--- config.mk ---
export PLATFORM = sky130hd
export DESIGN_NAME = stereo_trigger_pair
export DESIGN_NICKNAME = d
export VERILOG_FILES = /design/src/verilog/stereo_trig_pkg.sv /design/src/verilog/pair_link_if.sv /design/src/verilog/stereo_trigger_pair.sv /design/src/verilog/frame_pair_match.sv
export SDC_FILE = /design/constraint.sdc
export NUM_CORES = 2
export LEC_CHECK = 0
export ABC_AREA = 1
export BUFFER_PORTS_ARGS = -buffer_cell sky130_fd_sc_hd__buf_2
export CAP_MARGIN = 20
export CORE_ASPECT_RATIO = 0.5
export CORE_MARGIN = 2
export CORE_UTILIZATION = 45
export CTS_CLUSTER_DIAMETER = 100
export CTS_CLUSTER_SIZE = 25
export DETAILED_ROUTE_END_ITERATION = 7
export PLACE_DENSITY_LB_ADDON = 0.15
export SLEW_MARGIN = 20
export SYNTH_ARGS = -nofsm -noshare
export SYNTH_HDL_FRONTEND = slang
export SYNTH_SLANG_ARGS = --single-unit
--- constraint.sdc ---
create_clock -name i_clk -period 40.3 [get_ports i_clk]
set_clock_uncertainty 0.15 [all_clocks]
set_input_delay 10.075 -clock i_clk [delete_from_list [all_inputs] [get_ports i_clk]]
set_output_delay 10.075 -clock i_clk [all_outputs]
set_load 0.03 [all_outputs]
--- src/verilog/stereo_trig_pkg.sv ---
package stereo_trig_pkg;

	typedef logic [31:0] word_t;

	////////////////////////////////////////////////////////////////////////
	// timing
	localparam int CLK_PERIOD_NS = 5;
	localparam int US_NS = 1000;
	localparam int US_CYCLES = US_NS / CLK_PERIOD_NS;
	localparam int MS_US = 1000;
	localparam word_t MIN_PERIOD_US = 32'h0000_1388;
	localparam word_t MAX_PERIOD_US = 32'h0098_9680;

	////////////////////////////////////////////////////////////////////////
	// register byte offsets
	localparam logic [5:0] OFS_CTRL = 6'h00;
	localparam logic [5:0] OFS_PERIOD = 6'h04;
	localparam logic [5:0] OFS_PW0 = 6'h08;
	localparam logic [5:0] OFS_PW1 = 6'h0c;
	localparam logic [5:0] OFS_OFFSET = 6'h10;
	localparam logic [5:0] OFS_MAXDIFF = 6'h14;
	localparam logic [5:0] OFS_STATUS = 6'h18;
	localparam logic [5:0] OFS_COUNTS = 6'h1c;
	localparam logic [5:0] OFS_TRIG_TS = 6'h20;
	localparam logic [5:0] OFS_NOW = 6'h24;

	// control bits
	localparam int CTRL_PRIM_EN = 0;
	localparam int CTRL_SEC_EN = 1;
	localparam int CTRL_USE_TRIG = 2;

	// status bits, and the drop count field position in the counts register
	localparam int STAT_TRIG0 = 0;
	localparam int STAT_TRIG1 = 1;
	localparam int CNT_DROP_LSB = 16;

	////////////////////////////////////////////////////////////////////////
	// reset values
	localparam word_t RST_PERIOD_US = 32'h0000_411a;
	localparam logic [15:0] RST_PW0_MS = 16'h0005;
	localparam logic [15:0] RST_PW1_MS = 16'h0005;
	localparam word_t RST_OFFSET_US = 32'h0000_0000;
	localparam word_t RST_MAXDIFF_US = 32'h0000_2710;

endpackage : stereo_trig_pkg

--- src/verilog/pair_link_if.sv ---
`timescale 1ns/1ps
interface pair_link_if;
	import stereo_trig_pkg::*;

	word_t max_diff;
	logic use_trig;
	word_t trig_ts;
	logic left_valid;
	word_t left_ts;
	logic left_ready;
	logic right_valid;
	word_t right_ts;
	logic right_ready;
	logic pair_valid;
	word_t pair_ts;
	word_t pair_left_ts;
	word_t pair_right_ts;
	logic [15:0] pair_count;
	logic [15:0] drop_count;

	modport ctl (
		output max_diff, use_trig, trig_ts,
		output left_valid, left_ts, right_valid, right_ts,
		input left_ready, right_ready,
		input pair_valid, pair_ts, pair_left_ts, pair_right_ts,
		input pair_count, drop_count
	);

	modport match (
		input max_diff, use_trig, trig_ts,
		input left_valid, left_ts, right_valid, right_ts,
		output left_ready, right_ready,
		output pair_valid, pair_ts, pair_left_ts, pair_right_ts,
		output pair_count, drop_count
	);

endinterface : pair_link_if

--- src/verilog/stereo_trigger_pair.sv ---
// Functional notes
// pair left and right frames only if timestamp difference within maximum
// software sets maximum difference near half the frame period
// two trigger outputs, primary and secondary, each with own enable
// primary pulse train frequency programmable from 0.1 Hz to 200 Hz
// primary pulse high time programmed in milliseconds, independent of rate; the code caps it at one microsecond below the period
// triggers active high, high for programmed width, low between pulses
// optional trigger-time timestamp replaces capture time on each result
// cameras must answer every trigger when trigger timestamps are used
// secondary output stays low unless primary is enabled too
// secondary output runs at the primary frequency
// secondary rising edge delayed from primary rising edge by offset
// secondary pulse width programmed separately
// both outputs timed from one shared period counter
`timescale 1ns/1ps
module stereo_trigger_pair #(
	parameter int COUNT_W = 16
) (
	input wire logic i_clk,
	input wire logic i_rst,
	input wire logic i_hsel,
	input wire stereo_trig_pkg::word_t i_haddr,
	input wire logic [1:0] i_htrans,
	input wire logic i_hwrite,
	input wire logic [2:0] i_hsize,
	input wire stereo_trig_pkg::word_t i_hwdata,
	input wire logic i_hready,
	output logic o_hreadyout,
	output logic o_hresp,
	output stereo_trig_pkg::word_t o_hrdata,
	input wire logic i_left_valid,
	input wire stereo_trig_pkg::word_t i_left_ts,
	output logic o_left_ready,
	input wire logic i_right_valid,
	input wire stereo_trig_pkg::word_t i_right_ts,
	output logic o_right_ready,
	output logic o_pair_valid,
	output stereo_trig_pkg::word_t o_pair_ts,
	output stereo_trig_pkg::word_t o_pair_left_ts,
	output stereo_trig_pkg::word_t o_pair_right_ts,
	output logic o_trig0,
	output logic o_trig1
);
	import stereo_trig_pkg::*;

	if (US_CYCLES < 2 || US_CYCLES > 255) begin : g_bad_div
		$error("microsecond divider out of range");
	end

	typedef struct packed {
		logic prim_en;
		logic sec_en;
		logic use_trig;
		word_t period_us;
		logic [15:0] pw0_ms;
		logic [15:0] pw1_ms;
		word_t offset_us;
		word_t max_diff_us;
		logic [7:0] div;
		word_t now_us;
		word_t phase;
		logic [7:0] ph_div;
		logic trig0;
		logic trig1;
		word_t trig_ts;
		logic ph_valid;
		logic ph_wr;
		logic [5:0] ph_ofs;
		word_t rdata;
	} top_state_t;

	top_state_t state_reg;
	top_state_t state_next;
	logic us_tick;
	logic ph_tick;
	word_t period_eff;
	word_t pw0_us;
	word_t pw1_us;
	word_t off_eff;
	word_t sec_phase;
	word_t phase_inc;
	logic addr_ok;

	pair_link_if lnk ();

	////////////////////////////////////////////////////////////////////////
	// pairing unit

	frame_pair_match #(
		.COUNT_W(COUNT_W)
	) u_match (
		.i_clk(i_clk),
		.i_rst(i_rst),
		.lnk(lnk.match)
	);

	assign lnk.max_diff = state_reg.max_diff_us;
	assign lnk.use_trig = state_reg.use_trig;
	assign lnk.trig_ts = state_reg.trig_ts;
	assign lnk.left_valid = i_left_valid;
	assign lnk.left_ts = i_left_ts;
	assign lnk.right_valid = i_right_valid;
	assign lnk.right_ts = i_right_ts;

	////////////////////////////////////////////////////////////////////////
	// next state

	always_comb begin
		state_next = state_reg;
		us_tick = (state_reg.div == 8'(US_CYCLES - 1));
		state_next.div = us_tick ? 8'h00 : state_reg.div + 8'h01;
		if (us_tick) begin
			state_next.now_us = state_reg.now_us + 32'h0000_0001;
		end

		// rate held within 0.1 Hz .. 200 Hz
		if (state_reg.period_us < MIN_PERIOD_US) begin
			period_eff = MIN_PERIOD_US;
		end else if (state_reg.period_us > MAX_PERIOD_US) begin
			period_eff = MAX_PERIOD_US;
		end else begin
			period_eff = state_reg.period_us;
		end
		// widths in ms, capped so a low gap always remains
		pw0_us = 32'(state_reg.pw0_ms) * 32'(MS_US);
		pw1_us = 32'(state_reg.pw1_ms) * 32'(MS_US);
		if (pw0_us >= period_eff) begin
			pw0_us = period_eff - 32'h0000_0001;
		end
		if (pw1_us >= period_eff) begin
			pw1_us = period_eff - 32'h0000_0001;
		end
		off_eff = (state_reg.offset_us < period_eff) ?
			state_reg.offset_us : 32'h0000_0000;

		// one phase counter serves both outputs
		// own divider: the first pulse after enable gets whole microseconds
		ph_tick = (state_reg.ph_div == 8'(US_CYCLES - 1));
		phase_inc = state_reg.phase + 32'h0000_0001;
		if (!state_reg.prim_en) begin
			state_next.ph_div = 8'h00;
			state_next.phase = 32'h0000_0000;
		end else begin
			state_next.ph_div = ph_tick ? 8'h00 : state_reg.ph_div + 8'h01;
			if (ph_tick) begin
				state_next.phase = (phase_inc >= period_eff) ?
					32'h0000_0000 : phase_inc;
			end
		end
		sec_phase = (state_next.phase >= off_eff) ?
			state_next.phase - off_eff :
			state_next.phase + period_eff - off_eff;
		state_next.trig0 = state_reg.prim_en &&
			(state_next.phase < pw0_us);
		state_next.trig1 = state_reg.prim_en && state_reg.sec_en &&
			(sec_phase < pw1_us);
		if (state_next.trig0 && !state_reg.trig0) begin
			state_next.trig_ts = state_reg.now_us;
		end

		// bus data phase: write
		if (state_reg.ph_valid && state_reg.ph_wr) begin
			case (state_reg.ph_ofs)
				OFS_CTRL: begin
					state_next.prim_en = i_hwdata[CTRL_PRIM_EN];
					state_next.sec_en = i_hwdata[CTRL_SEC_EN];
					state_next.use_trig = i_hwdata[CTRL_USE_TRIG];
				end
				OFS_PERIOD: state_next.period_us = i_hwdata;
				OFS_PW0: state_next.pw0_ms = i_hwdata[15:0];
				OFS_PW1: state_next.pw1_ms = i_hwdata[15:0];
				OFS_OFFSET: state_next.offset_us = i_hwdata;
				OFS_MAXDIFF: state_next.max_diff_us = i_hwdata;
				default: begin
				end
			endcase
		end

		// bus address phase
		addr_ok = (i_haddr[31:6] == 26'h0) && (i_haddr[1:0] == 2'h0);
		state_next.ph_valid = i_hsel && i_htrans[1] && i_hready;
		state_next.ph_wr = i_hwrite;
		state_next.ph_ofs = addr_ok ? i_haddr[5:0] : 6'h3c;
		if (state_next.ph_valid && !i_hwrite) begin
			case (state_next.ph_ofs)
				OFS_CTRL: begin
					state_next.rdata = 32'h0;
					state_next.rdata[CTRL_PRIM_EN] = state_next.prim_en;
					state_next.rdata[CTRL_SEC_EN] = state_next.sec_en;
					state_next.rdata[CTRL_USE_TRIG] = state_next.use_trig;
				end
				OFS_PERIOD: state_next.rdata = state_next.period_us;
				OFS_PW0: state_next.rdata = {16'h0, state_next.pw0_ms};
				OFS_PW1: state_next.rdata = {16'h0, state_next.pw1_ms};
				OFS_OFFSET: state_next.rdata = state_next.offset_us;
				OFS_MAXDIFF: state_next.rdata = state_next.max_diff_us;
				OFS_STATUS: begin
					state_next.rdata = 32'h0;
					state_next.rdata[STAT_TRIG0] = state_reg.trig0;
					state_next.rdata[STAT_TRIG1] = state_reg.trig1;
				end
				OFS_COUNTS: state_next.rdata =
					{lnk.drop_count, lnk.pair_count};
				OFS_TRIG_TS: state_next.rdata = state_reg.trig_ts;
				OFS_NOW: state_next.rdata = state_reg.now_us;
				default: state_next.rdata = 32'h0;
			endcase
		end
	end

	////////////////////////////////////////////////////////////////////////
	// state register

	always_ff @(posedge i_clk or posedge i_rst) begin
		if (i_rst) begin
			state_reg <= '0;
			state_reg.period_us <= RST_PERIOD_US;
			state_reg.pw0_ms <= RST_PW0_MS;
			state_reg.pw1_ms <= RST_PW1_MS;
			state_reg.offset_us <= RST_OFFSET_US;
			state_reg.max_diff_us <= RST_MAXDIFF_US;
		end else begin
			state_reg <= state_next;
		end
	end

	////////////////////////////////////////////////////////////////////////
	// outputs

	assign o_hreadyout = 1'b1;
	assign o_hresp = 1'b0;
	assign o_hrdata = state_reg.rdata;
	assign o_trig0 = state_reg.trig0;
	assign o_trig1 = state_reg.trig1;
	assign o_left_ready = lnk.left_ready;
	assign o_right_ready = lnk.right_ready;
	assign o_pair_valid = lnk.pair_valid;
	assign o_pair_ts = lnk.pair_ts;
	assign o_pair_left_ts = lnk.pair_left_ts;
	assign o_pair_right_ts = lnk.pair_right_ts;

endmodule : stereo_trigger_pair

--- src/verilog/frame_pair_match.sv ---
`timescale 1ns/1ps
module frame_pair_match #(
	parameter int COUNT_W = 16
) (
	input wire logic i_clk,
	input wire logic i_rst,
	pair_link_if.match lnk
);
	import stereo_trig_pkg::*;

	if (COUNT_W < 1 || COUNT_W > 16) begin : g_bad_width
		$error("COUNT_W must be 1..16");
	end

	typedef struct packed {
		logic lv;
		logic rv;
		word_t lts;
		word_t rts;
		logic out_valid;
		word_t out_ts;
		word_t out_lts;
		word_t out_rts;
		logic [COUNT_W-1:0] pairs;
		logic [COUNT_W-1:0] drops;
	} match_state_t;

	match_state_t state_reg;
	match_state_t state_next;
	word_t diff;

	always_comb begin
		state_next = state_reg;
		state_next.out_valid = 1'b0;
		diff = (state_reg.lts > state_reg.rts) ?
			state_reg.lts - state_reg.rts : state_reg.rts - state_reg.lts;
		if (state_reg.lv && state_reg.rv) begin
			if (diff <= lnk.max_diff) begin
				state_next.out_valid = 1'b1;
				state_next.out_lts = state_reg.lts;
				state_next.out_rts = state_reg.rts;
				state_next.out_ts = lnk.use_trig ? lnk.trig_ts :
					state_reg.lts;
				state_next.lv = 1'b0;
				state_next.rv = 1'b0;
				state_next.pairs = state_reg.pairs + 1'b1;
			end else begin
				// the older frame cannot pair any more; discard it
				if (state_reg.lts < state_reg.rts) begin
					state_next.lv = 1'b0;
				end else begin
					state_next.rv = 1'b0;
				end
				state_next.drops = state_reg.drops + 1'b1;
			end
		end
		if (lnk.left_valid && !state_reg.lv) begin
			state_next.lv = 1'b1;
			state_next.lts = lnk.left_ts;
		end
		if (lnk.right_valid && !state_reg.rv) begin
			state_next.rv = 1'b1;
			state_next.rts = lnk.right_ts;
		end
	end

	always_ff @(posedge i_clk or posedge i_rst) begin
		if (i_rst) begin
			state_reg <= '0;
		end else begin
			state_reg <= state_next;
		end
	end

	assign lnk.left_ready = !state_reg.lv;
	assign lnk.right_ready = !state_reg.rv;
	assign lnk.pair_valid = state_reg.out_valid;
	assign lnk.pair_ts = state_reg.out_ts;
	assign lnk.pair_left_ts = state_reg.out_lts;
	assign lnk.pair_right_ts = state_reg.out_rts;
	assign lnk.pair_count = 16'(state_reg.pairs);
	assign lnk.drop_count = 16'(state_reg.drops);

endmodule : frame_pair_match

==> out/metrics.csv <==
metric,value,unit
Synth Flop Type,dfrtp_1,
"commonest non-fill, non-tap cells in the layout","965 x nand2_1, 658 x inv_1, 467 x o21ai_0",
CTS root buffer,clkbuf_16,
register area,0.0120,mm2
Post-CTS Resized,0,
Placed Area,0.0414,mm2
Hold Path Class,reg2reg,
most used routing layer,met2,
Post-CTS Setup Bufs,0,
Die ar.,0.0906,mm2
total gr overflow,0,
Initial DRC Count,2821,
Synth Warn #,0,
hold-fix buffers at CTS,0,
largest net degree at the start of global routing,165,
Final #Nets,5798,
"Hold Vio Cnt, Final",0,
"commonest non-fill, non-tap cell in the layout",nand2_1,
Crit. End Element,flop,
Core Box Area,0.0866,mm2
post-synth cell types,69,
max FFs per register,186,
Required @ worst endpoint,40640,ps
Max-cap violations,0,
Multi-input gate area,0.0238,mm2
Routed wire per std cell,19.8,um
Initial Utilization,45.8,%
CTS sink cnt,480,
pre-CTS setup slack,26390,ps
GRT Util Overall,26.8,%
setup violators final,0,
unrepaired setup endpoints after global routing,false,
r2r setup slk,29430,ps
via density per instance,5.48,
minimum clock period,13240,ps
clk_lat worst skew,660,ps
Final Wtd Congestion,0.951,
CTS Buf Count,24,
TritonRoute pass-1 iters,6,
ys async rst share,100,%
Logic pwr share,61.1,%
syn avg cell area,8.00,um2
final slew viol count,0,
Die Span X,424,um
CTS max path bufs,3,
met1 Use GR,39.3,%
Max Clock Freq,75.5,MHz
Via Count,34300,
sequential fraction of the synthesis area,30.3,%
switching pwr,0.00120,W
vias in the first global route,33200,
"EDFF count, synth",0,
Synth Instances,4957,
mapped cell area,0.0396,mm2
DRC,0,
GR Util met3,3.38,%
die span in y,214,um
ANT nets after route,0,
"Reg clk slew, reported paths",100,ps
CP Class,in2reg,
Tcrit/Tclk final,32.9,%
Top Ports,275,
switching share of power,51.0,%
P_leak,21.6,nW
met2 Usage GRT,42.8,%
CTS tree,done,
Reg power frac,26.3,%
Worst Path Max Fanout,24,
Worst Tran Pin Value,1050,ps
setup ws final,27060,ps
WP data arrival,13580,ps
Inst Count DP,6218,
Pwr Density,56.0,mW/mm2
final-layout fill cell count,8587,
layout cells sized above 1,8.54,%
Post-Layout Cell Count,6263,
H-tree Lvls,1,
"IR drop worst, VDD",0.0000717,V
final hold slack,317,ps
Seq cells post-synth,480,
status,"finished, final reports clean",
Slew headroom,28.0,%
setup TNS,0,ps
WL final,124000,um
Int Power,0.00116,W
synth-to-layout area growth,6.42,%
DP HPWL,99100,um
first-pass GRT wire length,190000,um
PortBufs,268,
Startpoint Class,primary input,
Clock Power Share,12.6,%
antenna violations before repair,1,
final instance area,0.0422,mm2
# rows,76,
## path summary, 6_finish.rpt
check,startpoint,to,cells after the start
max,i_haddr[14],o_hrdata[10]$_DFFE_PP0P_,14
min,state_reg[146]$_DFF_PP0_,state_reg[146]$_DFF_PP0_,1
max reg2reg,state_reg[236]$_DFF_PP1_,lnk.trig_ts[13]$_DFFE_PP0P_,45
min reg2reg,state_reg[146]$_DFF_PP0_,state_reg[146]$_DFF_PP0_,1
max in group asynchronous,i_rst,state_reg[261]$_DFF_PP0_,4
min in group asynchronous,i_rst,u_match.lnk.pair_left_ts[23]$_DFFE_PP0P_,2
## cell usage after synthesis, drive strengths merged (5+ instances only)
cell / instances / area, um2
nand3: 124 / 658
nor4: 29 / 209
fa: 142 / 2840
a21boi: 5 / 37.5
xor2: 156 / 1370
a2111oi: 5 / 43.8
o21bai: 10 / 75.1
xnor2: 54 / 473
a21o: 13 / 97.6
a211oi: 26 / 195
o2111ai: 13 / 114
a22o: 16 / 140
buf: 154 / 1140
nand2: 982 / 3730
o21a: 24 / 180
mux2i: 22 / 220
nor2: 313 / 1190
or2: 13 / 81.3
ha: 442 / 5530
dfrtp: 466 / 11700
o221ai: 6 / 52.6
o22ai: 46 / 288
a31oi: 19 / 119
a21oi: 365 / 1840
nand4: 83 / 526
clkbuf: 103 / 387
o31ai: 11 / 82.6
dfstp: 14 / 368
a221oi: 18 / 158
o211ai: 15 / 113
nor3: 81 / 500
inv: 667 / 2510
o21ai: 488 / 2450
## kinds of logic (layout without fill, tap and decap cells)
family	after synthesis	count (layout)	share of synthesized area, %
xor+xnor	210	210	4.64
compound gates	1096	1096	15.5
buf+inv	926	1020	10.2
mux	22	22	0.556
simple gates	1637	1637	17.6
other cells	2	44	0.0189
flops	480	480	30.3
fa+ha+maj	584	584	21.1
## critical path, stage by stage
cell and delay [ps]:
buf_2 100, nor4_1 260, nand2_1 80, nor2_1 110, nand4_1 410, nor2_1 380
nor2_1 70, inv_1 80, nor2_1 40, buf_4 190, inv_1 670, o22ai_1 180
o41ai_1 710, o21ai_0 190
## area by class of cell
class,count,share of cell area [%]
timing repair buffer,307,3.90
tap,1170,3.47
clock inverter,5,0.199
multi-input combinational,3592,56.4
antenna,1,0.00593
inverter,669,5.98
clock buffer,39,1.56
sequential,480,28.5
## per-stage QoR
step | total power [W] | util, %
floorplan | 0.00170 | -
global placement | 0.00203 | 47.8
detailed placement | 0.00206 | 47.8
CTS | 0.00236 | 48.7
global route | 0.00257 | 48.7
finish | 0.00236 | 48.7
## power groups by stage
stage | combinational (W) | clock [W] | sequential (W)
finish | 0.00144 | 0.000298 | 0.000620
global route | 0.00163 | 0.000319 | 0.000629
CTS | 0.00144 | 0.000303 | 0.000620
detailed placement | 0.00143 | 0 | 0.000629
global placement | 0.00140 | 0 | 0.000627
floorplan | 0.00109 | 0 | 0.000605
## metal layers
layer  vias to the layer above  routed length [um]
li1                      16500                   -
met1                     16700               59200
met2                      1006               54600
met3                       112                7500
met4                         0                2430
met5                         -                   0
Note: power is estimated with default switching activity, not from simulation.
